==> config.mk <==
export PLATFORM = sky130hd
export DESIGN_NAME = bawc_top
export DESIGN_NICKNAME = d
export VERILOG_FILES = /design/src/verilog/bawc_pkg.sv /design/src/verilog/bawc_add_if.sv /design/src/verilog/bawc_top.sv /design/src/verilog/bawc_adder.sv
export SDC_FILE = /design/constraint.sdc
export NUM_CORES = 1
export LEC_CHECK = 0
export BUFFER_PORTS_ARGS = -buffer_cell sky130_fd_sc_hd__clkbuf_2
export CAP_MARGIN = 5
export CORE_UTILIZATION = 47
export CTS_BUF_LIST = sky130_fd_sc_hd__clkbuf_4 sky130_fd_sc_hd__clkbuf_8 sky130_fd_sc_hd__clkbuf_16
export DETAILED_ROUTE_END_ITERATION = 7
export PLACE_DENSITY = 0.86
export RECOVER_POWER = 100
export SYNTH_ARGS = -nofsm -noshare
export SYNTH_HDL_FRONTEND = slang
export SYNTH_SLANG_ARGS = --single-unit
export TNS_END_PERCENT = 50
==> constraint.sdc <==
create_clock -name clk -period 7.11 [get_ports clk]
set_input_delay 0.711 -clock clk [delete_from_list [all_inputs] [get_ports clk]]
set_output_delay 0.711 -clock clk [all_outputs]
set_load 0.02 [all_outputs]
==> src/verilog/bawc_pkg.sv <==
package bawc_pkg;

    localparam int unsigned BAWC_W           = 8;
    localparam logic [7:0]  BAWC_OPC_ADD_IMM = 8'h24;
    localparam int unsigned BAWC_NIB_BIT     = 3;
    localparam int unsigned BAWC_SGN_BIT     = 6;
    localparam int unsigned BAWC_MSB_BIT     = 7;
    localparam logic [7:0]  BAWC_ACC_RST     = 8'h00;
    localparam logic        BAWC_FLAG_RST    = 1'h0;

    typedef enum logic [3:0] {
        BAWC_SRC_REG = 4'h1,
        BAWC_SRC_DIR = 4'h2,
        BAWC_SRC_IND = 4'h4,
        BAWC_SRC_IMM = 4'h8
    } bawc_src_t;

    typedef enum logic [1:0] {
        BAWC_OP_ADD  = 2'h1,
        BAWC_OP_SUM_WITH_CARRY_OP = 2'h2
    } bawc_op_t;

endpackage

==> src/verilog/bawc_add_if.sv <==
`timescale 1ns/1ps
interface bawc_add_if;
    import bawc_pkg::*;
    logic [7:0] a;
    logic [7:0] b;
    logic       cin;
    logic [7:0] sum;
    logic       c3;
    logic       c6;
    logic       c7;
    modport user (output a, output b, output cin, input sum, input c3, input c6, input c7);
    modport adder (input a, input b, input cin, output sum, output c3, output c6, output c7);
endinterface

==> src/verilog/bawc_top.sv <==
`timescale 1ns/1ps
// Notes on behaviour
// - opcode 24h plus immediate, one-cycle accumulate
// - carry add: accumulator, source, carry flag
// - carry from bit7, nibble carry bit3
// - overflow is carry6 xor carry7
// - source from register, direct, indirect, immediate
module bawc_top
    import bawc_pkg::*;
(
    input  wire logic       clk,
    input  wire logic       resetn,
    input  wire logic       op_valid,
    input  wire logic [7:0] op_code,
    input  wire logic [1:0] op_kind,
    input  wire logic [3:0] src_sel,
    input  wire logic [7:0] src_reg,
    input  wire logic [7:0] src_dir,
    input  wire logic [7:0] src_ind,
    input  wire logic [7:0] src_imm,
    output logic      [7:0] acc,
    output logic            carry_flag,
    output logic            nibble_carry_flag,
    output logic            signed_overflow_flag,
    output logic            done
);
    typedef struct packed {
        logic [7:0] acc;
        logic       cy;
        logic       ac;
        logic       ov;
        logic       done;
    } bawc_state_t;

    bawc_state_t st_r;
    bawc_state_t st_nxt;
    bawc_add_if  add_p();
    logic        is_imm_add;
    logic        is_sum_with_carry_op;
    logic [7:0]  src_byte;

    bawc_adder u_adder (
        .p (add_p)
    );

    always_comb begin
        is_imm_add = op_valid && op_kind == BAWC_OP_ADD && op_code == BAWC_OPC_ADD_IMM;
        is_sum_with_carry_op    = op_valid && op_kind == BAWC_OP_SUM_WITH_CARRY_OP;
        unique case (src_sel)
            BAWC_SRC_REG: src_byte = src_reg;
            BAWC_SRC_DIR: src_byte = src_dir;
            BAWC_SRC_IND: src_byte = src_ind;
            BAWC_SRC_IMM: src_byte = src_imm;
            default:      src_byte = src_imm;
        endcase
        add_p.a   = st_r.acc;
        add_p.b   = is_imm_add ? src_imm : src_byte;
        add_p.cin = is_sum_with_carry_op ? st_r.cy : 1'b0;
    end

    always_comb begin
        st_nxt      = st_r;
        st_nxt.done = 1'b0;
        if (is_imm_add || is_sum_with_carry_op) begin
            st_nxt.acc  = add_p.sum;
            st_nxt.cy   = add_p.c7;
            st_nxt.ac   = add_p.c3;
            st_nxt.ov   = add_p.c6 ^ add_p.c7;
            st_nxt.done = 1'b1;
        end
    end

    always_ff @(posedge clk or negedge resetn) begin
        if (!resetn) begin
            st_r <= '{acc: BAWC_ACC_RST, cy: BAWC_FLAG_RST, ac: BAWC_FLAG_RST, ov: BAWC_FLAG_RST, done: 1'b0};
        end else begin
            st_r <= st_nxt;
        end
    end

    assign acc                  = st_r.acc;
    assign carry_flag           = st_r.cy;
    assign nibble_carry_flag    = st_r.ac;
    assign signed_overflow_flag = st_r.ov;
    assign done                 = st_r.done;

    logic [8:0] ref_sum;
    assign ref_sum = {1'b0, st_r.acc} + {1'b0, add_p.b} + {8'h00, add_p.cin};

    logic       op_taken;
    logic [4:0] ref_nib;
    logic [7:0] ref_low7;
    assign op_taken = is_imm_add || is_sum_with_carry_op;
    assign ref_nib  = {1'b0, st_r.acc[3:0]} + {1'b0, add_p.b[3:0]} + {4'h0, add_p.cin};
    assign ref_low7 = {1'b0, st_r.acc[6:0]} + {1'b0, add_p.b[6:0]} + {7'h00, add_p.cin};

    // signed view: overflow means the true sum leaves the 8-bit signed range
    logic signed [8:0] sgn_sum;
    logic              sgn_ovf;
    assign sgn_sum = $signed({st_r.acc[7], st_r.acc}) + $signed({add_p.b[7], add_p.b}) + $signed({8'h00, add_p.cin});
    assign sgn_ovf = sgn_sum[8] ^ sgn_sum[7];

    imm_add_a: assert property (@(posedge clk) disable iff (!resetn)
        is_imm_add |=> done && acc == $past(st_r.acc) + $past(src_imm))
        else $error("immediate add result wrong");
    sum_with_carry_op_sum_a: assert property (@(posedge clk) disable iff (!resetn)
        is_sum_with_carry_op |=> acc == $past(ref_sum[7:0]))
        else $error("carry add result wrong");
    carry_out_a: assert property (@(posedge clk) disable iff (!resetn)
        (is_sum_with_carry_op || is_imm_add) |=> carry_flag == $past(ref_sum[8]))
        else $error("carry flag wrong");
    nibble_a: assert property (@(posedge clk) disable iff (!resetn)
        (is_sum_with_carry_op || is_imm_add) |=> nibble_carry_flag == $past(st_r.acc[3:0] + add_p.b[3:0] + add_p.cin > 5'h0f))
        else $error("nibble carry wrong");
    overflow_a: assert property (@(posedge clk) disable iff (!resetn)
        (is_sum_with_carry_op || is_imm_add) |=> signed_overflow_flag ==
            $past((st_r.acc[7] == add_p.b[7]) && (ref_sum[7] != st_r.acc[7])))
        else $error("overflow flag wrong");
    src_mux_a: assert property (@(posedge clk) disable iff (!resetn)
        (is_sum_with_carry_op && src_sel == BAWC_SRC_DIR) |-> add_p.b == src_dir)
        else $error("source select wrong");
    imm_cin_a: assert property (@(posedge clk) disable iff (!resetn)
        is_imm_add |-> add_p.cin == 1'b0)
        else $error("immediate add used carry");
    hold_idle_a: assert property (@(posedge clk) disable iff (!resetn)
        !(is_sum_with_carry_op || is_imm_add) |=> !done && $stable(acc) && $stable(carry_flag))
        else $error("state changed while idle");

    // operand routing, adder reference, flag, refusal and done checks
    src_reg_a: assert property (@(posedge clk) disable iff (!resetn)
        (is_sum_with_carry_op && src_sel == BAWC_SRC_REG)
        |-> add_p.b == src_reg)
        else $error("register source not chosen");

    src_ind_a: assert property (@(posedge clk) disable iff (!resetn)
        (is_sum_with_carry_op && src_sel == BAWC_SRC_IND)
        |-> add_p.b == src_ind)
        else $error("indirect source not chosen");

    src_imm_a: assert property (@(posedge clk) disable iff (!resetn)
        (is_sum_with_carry_op && src_sel == BAWC_SRC_IMM)
        |-> add_p.b == src_imm)
        else $error("immediate source not chosen");

    src_dflt_a: assert property (@(posedge clk) disable iff (!resetn)
        (is_sum_with_carry_op && !(src_sel inside {BAWC_SRC_REG, BAWC_SRC_DIR, BAWC_SRC_IND, BAWC_SRC_IMM}))
        |-> add_p.b == src_imm)
        else $error("illegal source select not routed to immediate");

    imm_src_a: assert property (@(posedge clk) disable iff (!resetn)
        is_imm_add
        |-> add_p.b == src_imm)
        else $error("immediate add took wrong operand");

    sum_with_carry_op_cin_a: assert property (@(posedge clk) disable iff (!resetn)
        is_sum_with_carry_op
        |-> add_p.cin == st_r.cy)
        else $error("carry add ignored carry flag");

    sum_out_a: assert property (@(posedge clk) disable iff (!resetn)
        op_taken
        |-> add_p.sum == ref_sum[7:0])
        else $error("adder sum wrong");

    c7_out_a: assert property (@(posedge clk) disable iff (!resetn)
        op_taken
        |-> add_p.c7 == ref_sum[8])
        else $error("adder bit 7 carry wrong");

    c3_out_a: assert property (@(posedge clk) disable iff (!resetn)
        op_taken
        |-> add_p.c3 == ref_nib[4])
        else $error("adder bit 3 carry wrong");

    c6_out_a: assert property (@(posedge clk) disable iff (!resetn)
        op_taken
        |-> add_p.c6 == ref_low7[7])
        else $error("adder bit 6 carry wrong");

    ovf_sign_a: assert property (@(posedge clk) disable iff (!resetn)
        is_sum_with_carry_op
        |=> signed_overflow_flag == $past(sgn_ovf))
        else $error("overflow disagrees with signed sum");

    imm_nib_a: assert property (@(posedge clk) disable iff (!resetn)
        is_imm_add
        |=> nibble_carry_flag == $past(ref_nib[4]))
        else $error("immediate add nibble carry wrong");

    refuse_op_a: assert property (@(posedge clk) disable iff (!resetn)
        (op_valid && op_kind == BAWC_OP_ADD && op_code != BAWC_OPC_ADD_IMM)
        |=> !done && $stable(acc))
        else $error("wrong opcode was executed");

    kind_bad_a: assert property (@(posedge clk) disable iff (!resetn)
        (op_valid && op_kind != BAWC_OP_ADD && op_kind != BAWC_OP_SUM_WITH_CARRY_OP)
        |=> !done && $stable(acc))
        else $error("unknown kind was executed");

    flags_idle_a: assert property (@(posedge clk) disable iff (!resetn)
        !op_taken
        |=> $stable(nibble_carry_flag) && $stable(signed_overflow_flag))
        else $error("flags changed while idle");

    done_one_a: assert property (@(posedge clk) disable iff (!resetn)
        op_taken
        |=> done)
        else $error("no done after accepted op");

    done_low_a: assert property (@(posedge clk) disable iff (!resetn)
        !op_valid
        |=> !done)
        else $error("done without request");

    imm_ovf_a: assert property (@(posedge clk) disable iff (!resetn)
        is_imm_add
        |=> signed_overflow_flag == $past(sgn_ovf))
        else $error("immediate add overflow wrong");

    cov_imm: cover property (@(posedge clk) disable iff (!resetn) is_imm_add);
    cov_sum_with_carry_op_cy: cover property (@(posedge clk) disable iff (!resetn) is_sum_with_carry_op && st_r.cy);
    cov_ov: cover property (@(posedge clk) disable iff (!resetn) (is_sum_with_carry_op || is_imm_add) ##1 signed_overflow_flag);
    cov_ind: cover property (@(posedge clk) disable iff (!resetn) is_sum_with_carry_op && src_sel == BAWC_SRC_IND);
    cov_refuse: cover property (@(posedge clk) disable iff (!resetn) op_valid && !op_taken);
endmodule // bawc_top

==> src/verilog/bawc_adder.sv <==
`timescale 1ns/1ps
module bawc_adder
    import bawc_pkg::*;
(
    bawc_add_if.adder p
);
    logic [4:0] lo;
    logic [3:0] mid;
    logic [1:0] hi;

    // split sum exposes carry-outs of bits 3, 6 and 7
    always_comb begin
        lo    = {1'b0, p.a[3:0]} + {1'b0, p.b[3:0]} + {4'h0, p.cin};
        mid   = {1'b0, p.a[6:4]} + {1'b0, p.b[6:4]} + {3'h0, lo[4]};
        hi    = {1'b0, p.a[7]} + {1'b0, p.b[7]} + {1'b0, mid[3]};
        p.sum = {hi[0], mid[2:0], lo[3:0]};
        p.c3  = lo[4];
        p.c6  = mid[3];
        p.c7  = hi[1];
    end
endmodule // bawc_adder

==> results.yml <==
timing:
  max_freq_ghz: 0.221
  worst_slew_pin_slew_ns: 0.958
  setup_tns_ns: 0
  finalCriticalPeriod_ns: 4.53
  setup_violations: 0
  rsz0062_at_grt: "no"
  post-route-period-util: 0.638
  slew_headroom: 0.361
  final_hold_viol_count: 0
  skew_ns: 0.00544
  slew_viol_final: 0
pwr:
  power_w: 0.000415
  combPwrFrac: 0.574
  switching_share: 0.436
  ir_drop_mv: 0.225
  power.switching_w: 0.000181
  p_int_w: 0.000234
  p_clk_frac: 0.126
  leakage_nw: 0.682
  power_density_nw_per_um2: 300
  seq_power_share: 0.300
synth:
  netlist_area_um2: 1070
  syn_avg_cell_area_um2: 10.3
  synth_fp_nets: 163
  synth_warnings: 0
  synth-main-ff-cell: "dfrtp_1"
  synthDistinctLibCells: 27
  synth_cells: 104
  synth-edff-count: 0
  ys_seq_area_frac: 0.281
  synth_seq_cells: 12
  async_flop_share: 1.00
global_route:
  track_usage: 0.207
  grt_pass1_wl_um: 4000
  grt_pass1_vias: 1013
  grt_start_max_net_pins: 13
  antenna_found_initial: 0
  grt-ovfl-total: 0
clock_tree:
  worstSkewPairLatency_ns: 0.26
  cts_resized: 0
  ctsHoldBuffers: 0
  cts_root_buf: "clkbuf_4"
  cts_tree: "done"
  clk_pin_slew_ns: 0.08
  h-tree-depth: 1
  cts_sinks: 12
  cts_max_path_buffers: 2
  cts_setup_buffers: 0
  numCtsBuffers: 3
placement:
  placed_area_um2: 1380
  dp_hpwl_um: 2150
  placed_cells_incl_taps: 187
  gp_congestion: 0.895
  numPortBuffers: 60
floorplanning:
  die_area_um2: 2470
  row_count: 16
  ios: 61
  die_h_um: 49.7
  initial_core_util: 0.524
  core_area_um2: 2040
  die_x_um: 49.7
route:
  drc_errors: 0
  drt-total-wl_um: 2500
  via_per_inst: 5.23
  drtAntennaViolNets: 0
  dr.pass1.iters: 2
  dr_total_vias: 999
  drt-initial-drc-count: 5
  wl_per_cell_um: 13.1
cells_and_area:
  diodes: 0
  layout-drive-gt1-share: 0.402
  layout.cells.non_filler: 191
  fin_nets: 224
  layout_common_cells: "clkbuf_2, clkbuf_1, mux2_2, dfrtp_1, nand2_1"
  syn_to_final_growth_pct: 29.2
  layout_commonest_cell: "clkbuf_2"
  final_area_um2: 1380
critical_path:
  path_common_cell: "fa_1"
  arrival_ns: 4.69
  crit_path_end_kind: "register"
  slowest_delay_ns: 0.78
  criticalPathCategory: "in -> reg"
  path_max_fanout: 10
  r2r_slack_ns: 3.97
  crit_chain: "clkbuf_1 -> xor2_1 -> o2111ai_1 -> mux2_1 -> fa_1 -> inv_1 -> fa_1 -> inv_1 -> a21o_1 -> a21oi_1 -> fa_1 -> o21ai_0 -> fa_1 -> xor2_1 -> mux2_2"
  start_kind: "primary input"
  crit_path_top_delay_cell: "o2111ai_1"
  crit_buf_inv: 3
  required_ns: 7.26
  cp_top_family: "compound AO/OA/AOI/OAI gates"
hold_path:
  hold_path.class: "in -> async"
outcome:
  status: "finished, final reports clean"
job:
  max_cap_violations: 0
[power by group through the flow]
stage / clock network [W] / logic (W) / registers [W]
finish: 0.0000523 / 0.000238 / 0.000125
CTS: 0.0000542 / 0.000249 / 0.000126
global route: 0.0000557 / 0.000262 / 0.000130
detailed placement: 0 / 0.000246 / 0.000126
global placement: 0 / 0.000233 / 0.000126
floorplan: 0 / 0.000129 / 0.000162
[cell families (layout without fill, tap and decap cells)]
group,count (synthesis),in the layout,share of synthesized area
adder cells (fa/ha/maj),10,10,0.152
flip-flops,12,12,0.281
XOR/XNOR,5,5,0.0409
multiplexers,21,21,0.213
AO/OA/AOI/OAI,24,24,0.156
buffers and inverters,12,72,0.0491
AND/OR/NAND/NOR,20,20,0.109
[final timing paths]
| path | cells after the start | start | end |
|---|---|---|---|
| max reg2reg | 12 | carry_flag | acc[7] |
| min reg2reg | 1 | signed_overflow_flag | signed_overflow_flag |
| min | 1 | resetn | signed_overflow_flag |
| min in group clk | 1 | signed_overflow_flag | signed_overflow_flag |
| max in group asynchronous | 1 | resetn | acc[1] |
| max | 15 | src_sel[2] | signed_overflow_flag |
[sequential cells by signal, summed over array words and instances (netlist names)]
signal	cells
signed_overflow_flag	1
done	1
carry_flag	1
nibble_carry_flag	1
acc	8
[cell usage after synthesis (2+ instances only)]
| master | instances | area (um2) |
|---|---|---|
| mux2i_1 | 7 | 70.1 |
| mux2_2 | 14 | 158 |
| xor2_1 | 2 | 17.5 |
| a21oi_1 | 3 | 15.0 |
| nor2b_1 | 2 | 12.5 |
| ha_1 | 5 | 62.6 |
| inv_1 | 8 | 30.0 |
| buf_1 | 2 | 7.51 |
| fa_1 | 5 | 100 |
| o21ai_0 | 8 | 40.0 |
| o21ai_1 | 2 | 10.0 |
| xnor2_1 | 3 | 26.3 |
| a21o_1 | 2 | 15.0 |
| nand2_1 | 10 | 37.5 |
| dfrtp_1 | 12 | 300 |
| a22oi_1 | 8 | 60.1 |
[metrics by stage]
step	hold slack (ns)	util	worst slack, ns
floorplan	0.415	-	2.97
finish	0.432	0.677	2.58
detailed placement	0.504	0.676	2.60
CTS	0.315	0.694	2.91
global placement	0.496	0.676	2.78
global route	0.486	0.677	2.31
[final cells by class]
class                      count  area, um2
tap                           27       33.8
inverter                       8       30.0
sequential                    12        300
timing repair buffer          60        283
clock buffer                   4       36.3
multi-input combinational     80        699
fill                         190        659
[worst register-to-register path: cells and delay by family, from the launching register on]
| family | cells | cell delay (ns) |
|---|---|---|
| fa+ha+maj | 4 | 1.50 |
| flops | 1 | 0.39 |
| mux | 1 | 0.27 |
| simple gates | 1 | 0.12 |
| buf+inv | 3 | 0.17 |
| compound gates | 3 | 0.58 |
[metal layers]
metal  wire length (um)  GRT usage  vias up
met3                134     0.0247        2
li1                   -          -      491
met5                  0          0        -
met2               1330      0.414       39
met4                  8     0.0571        0
met1               1030      0.220      467
No activity file was read; power rests on OpenSTA's default activity.
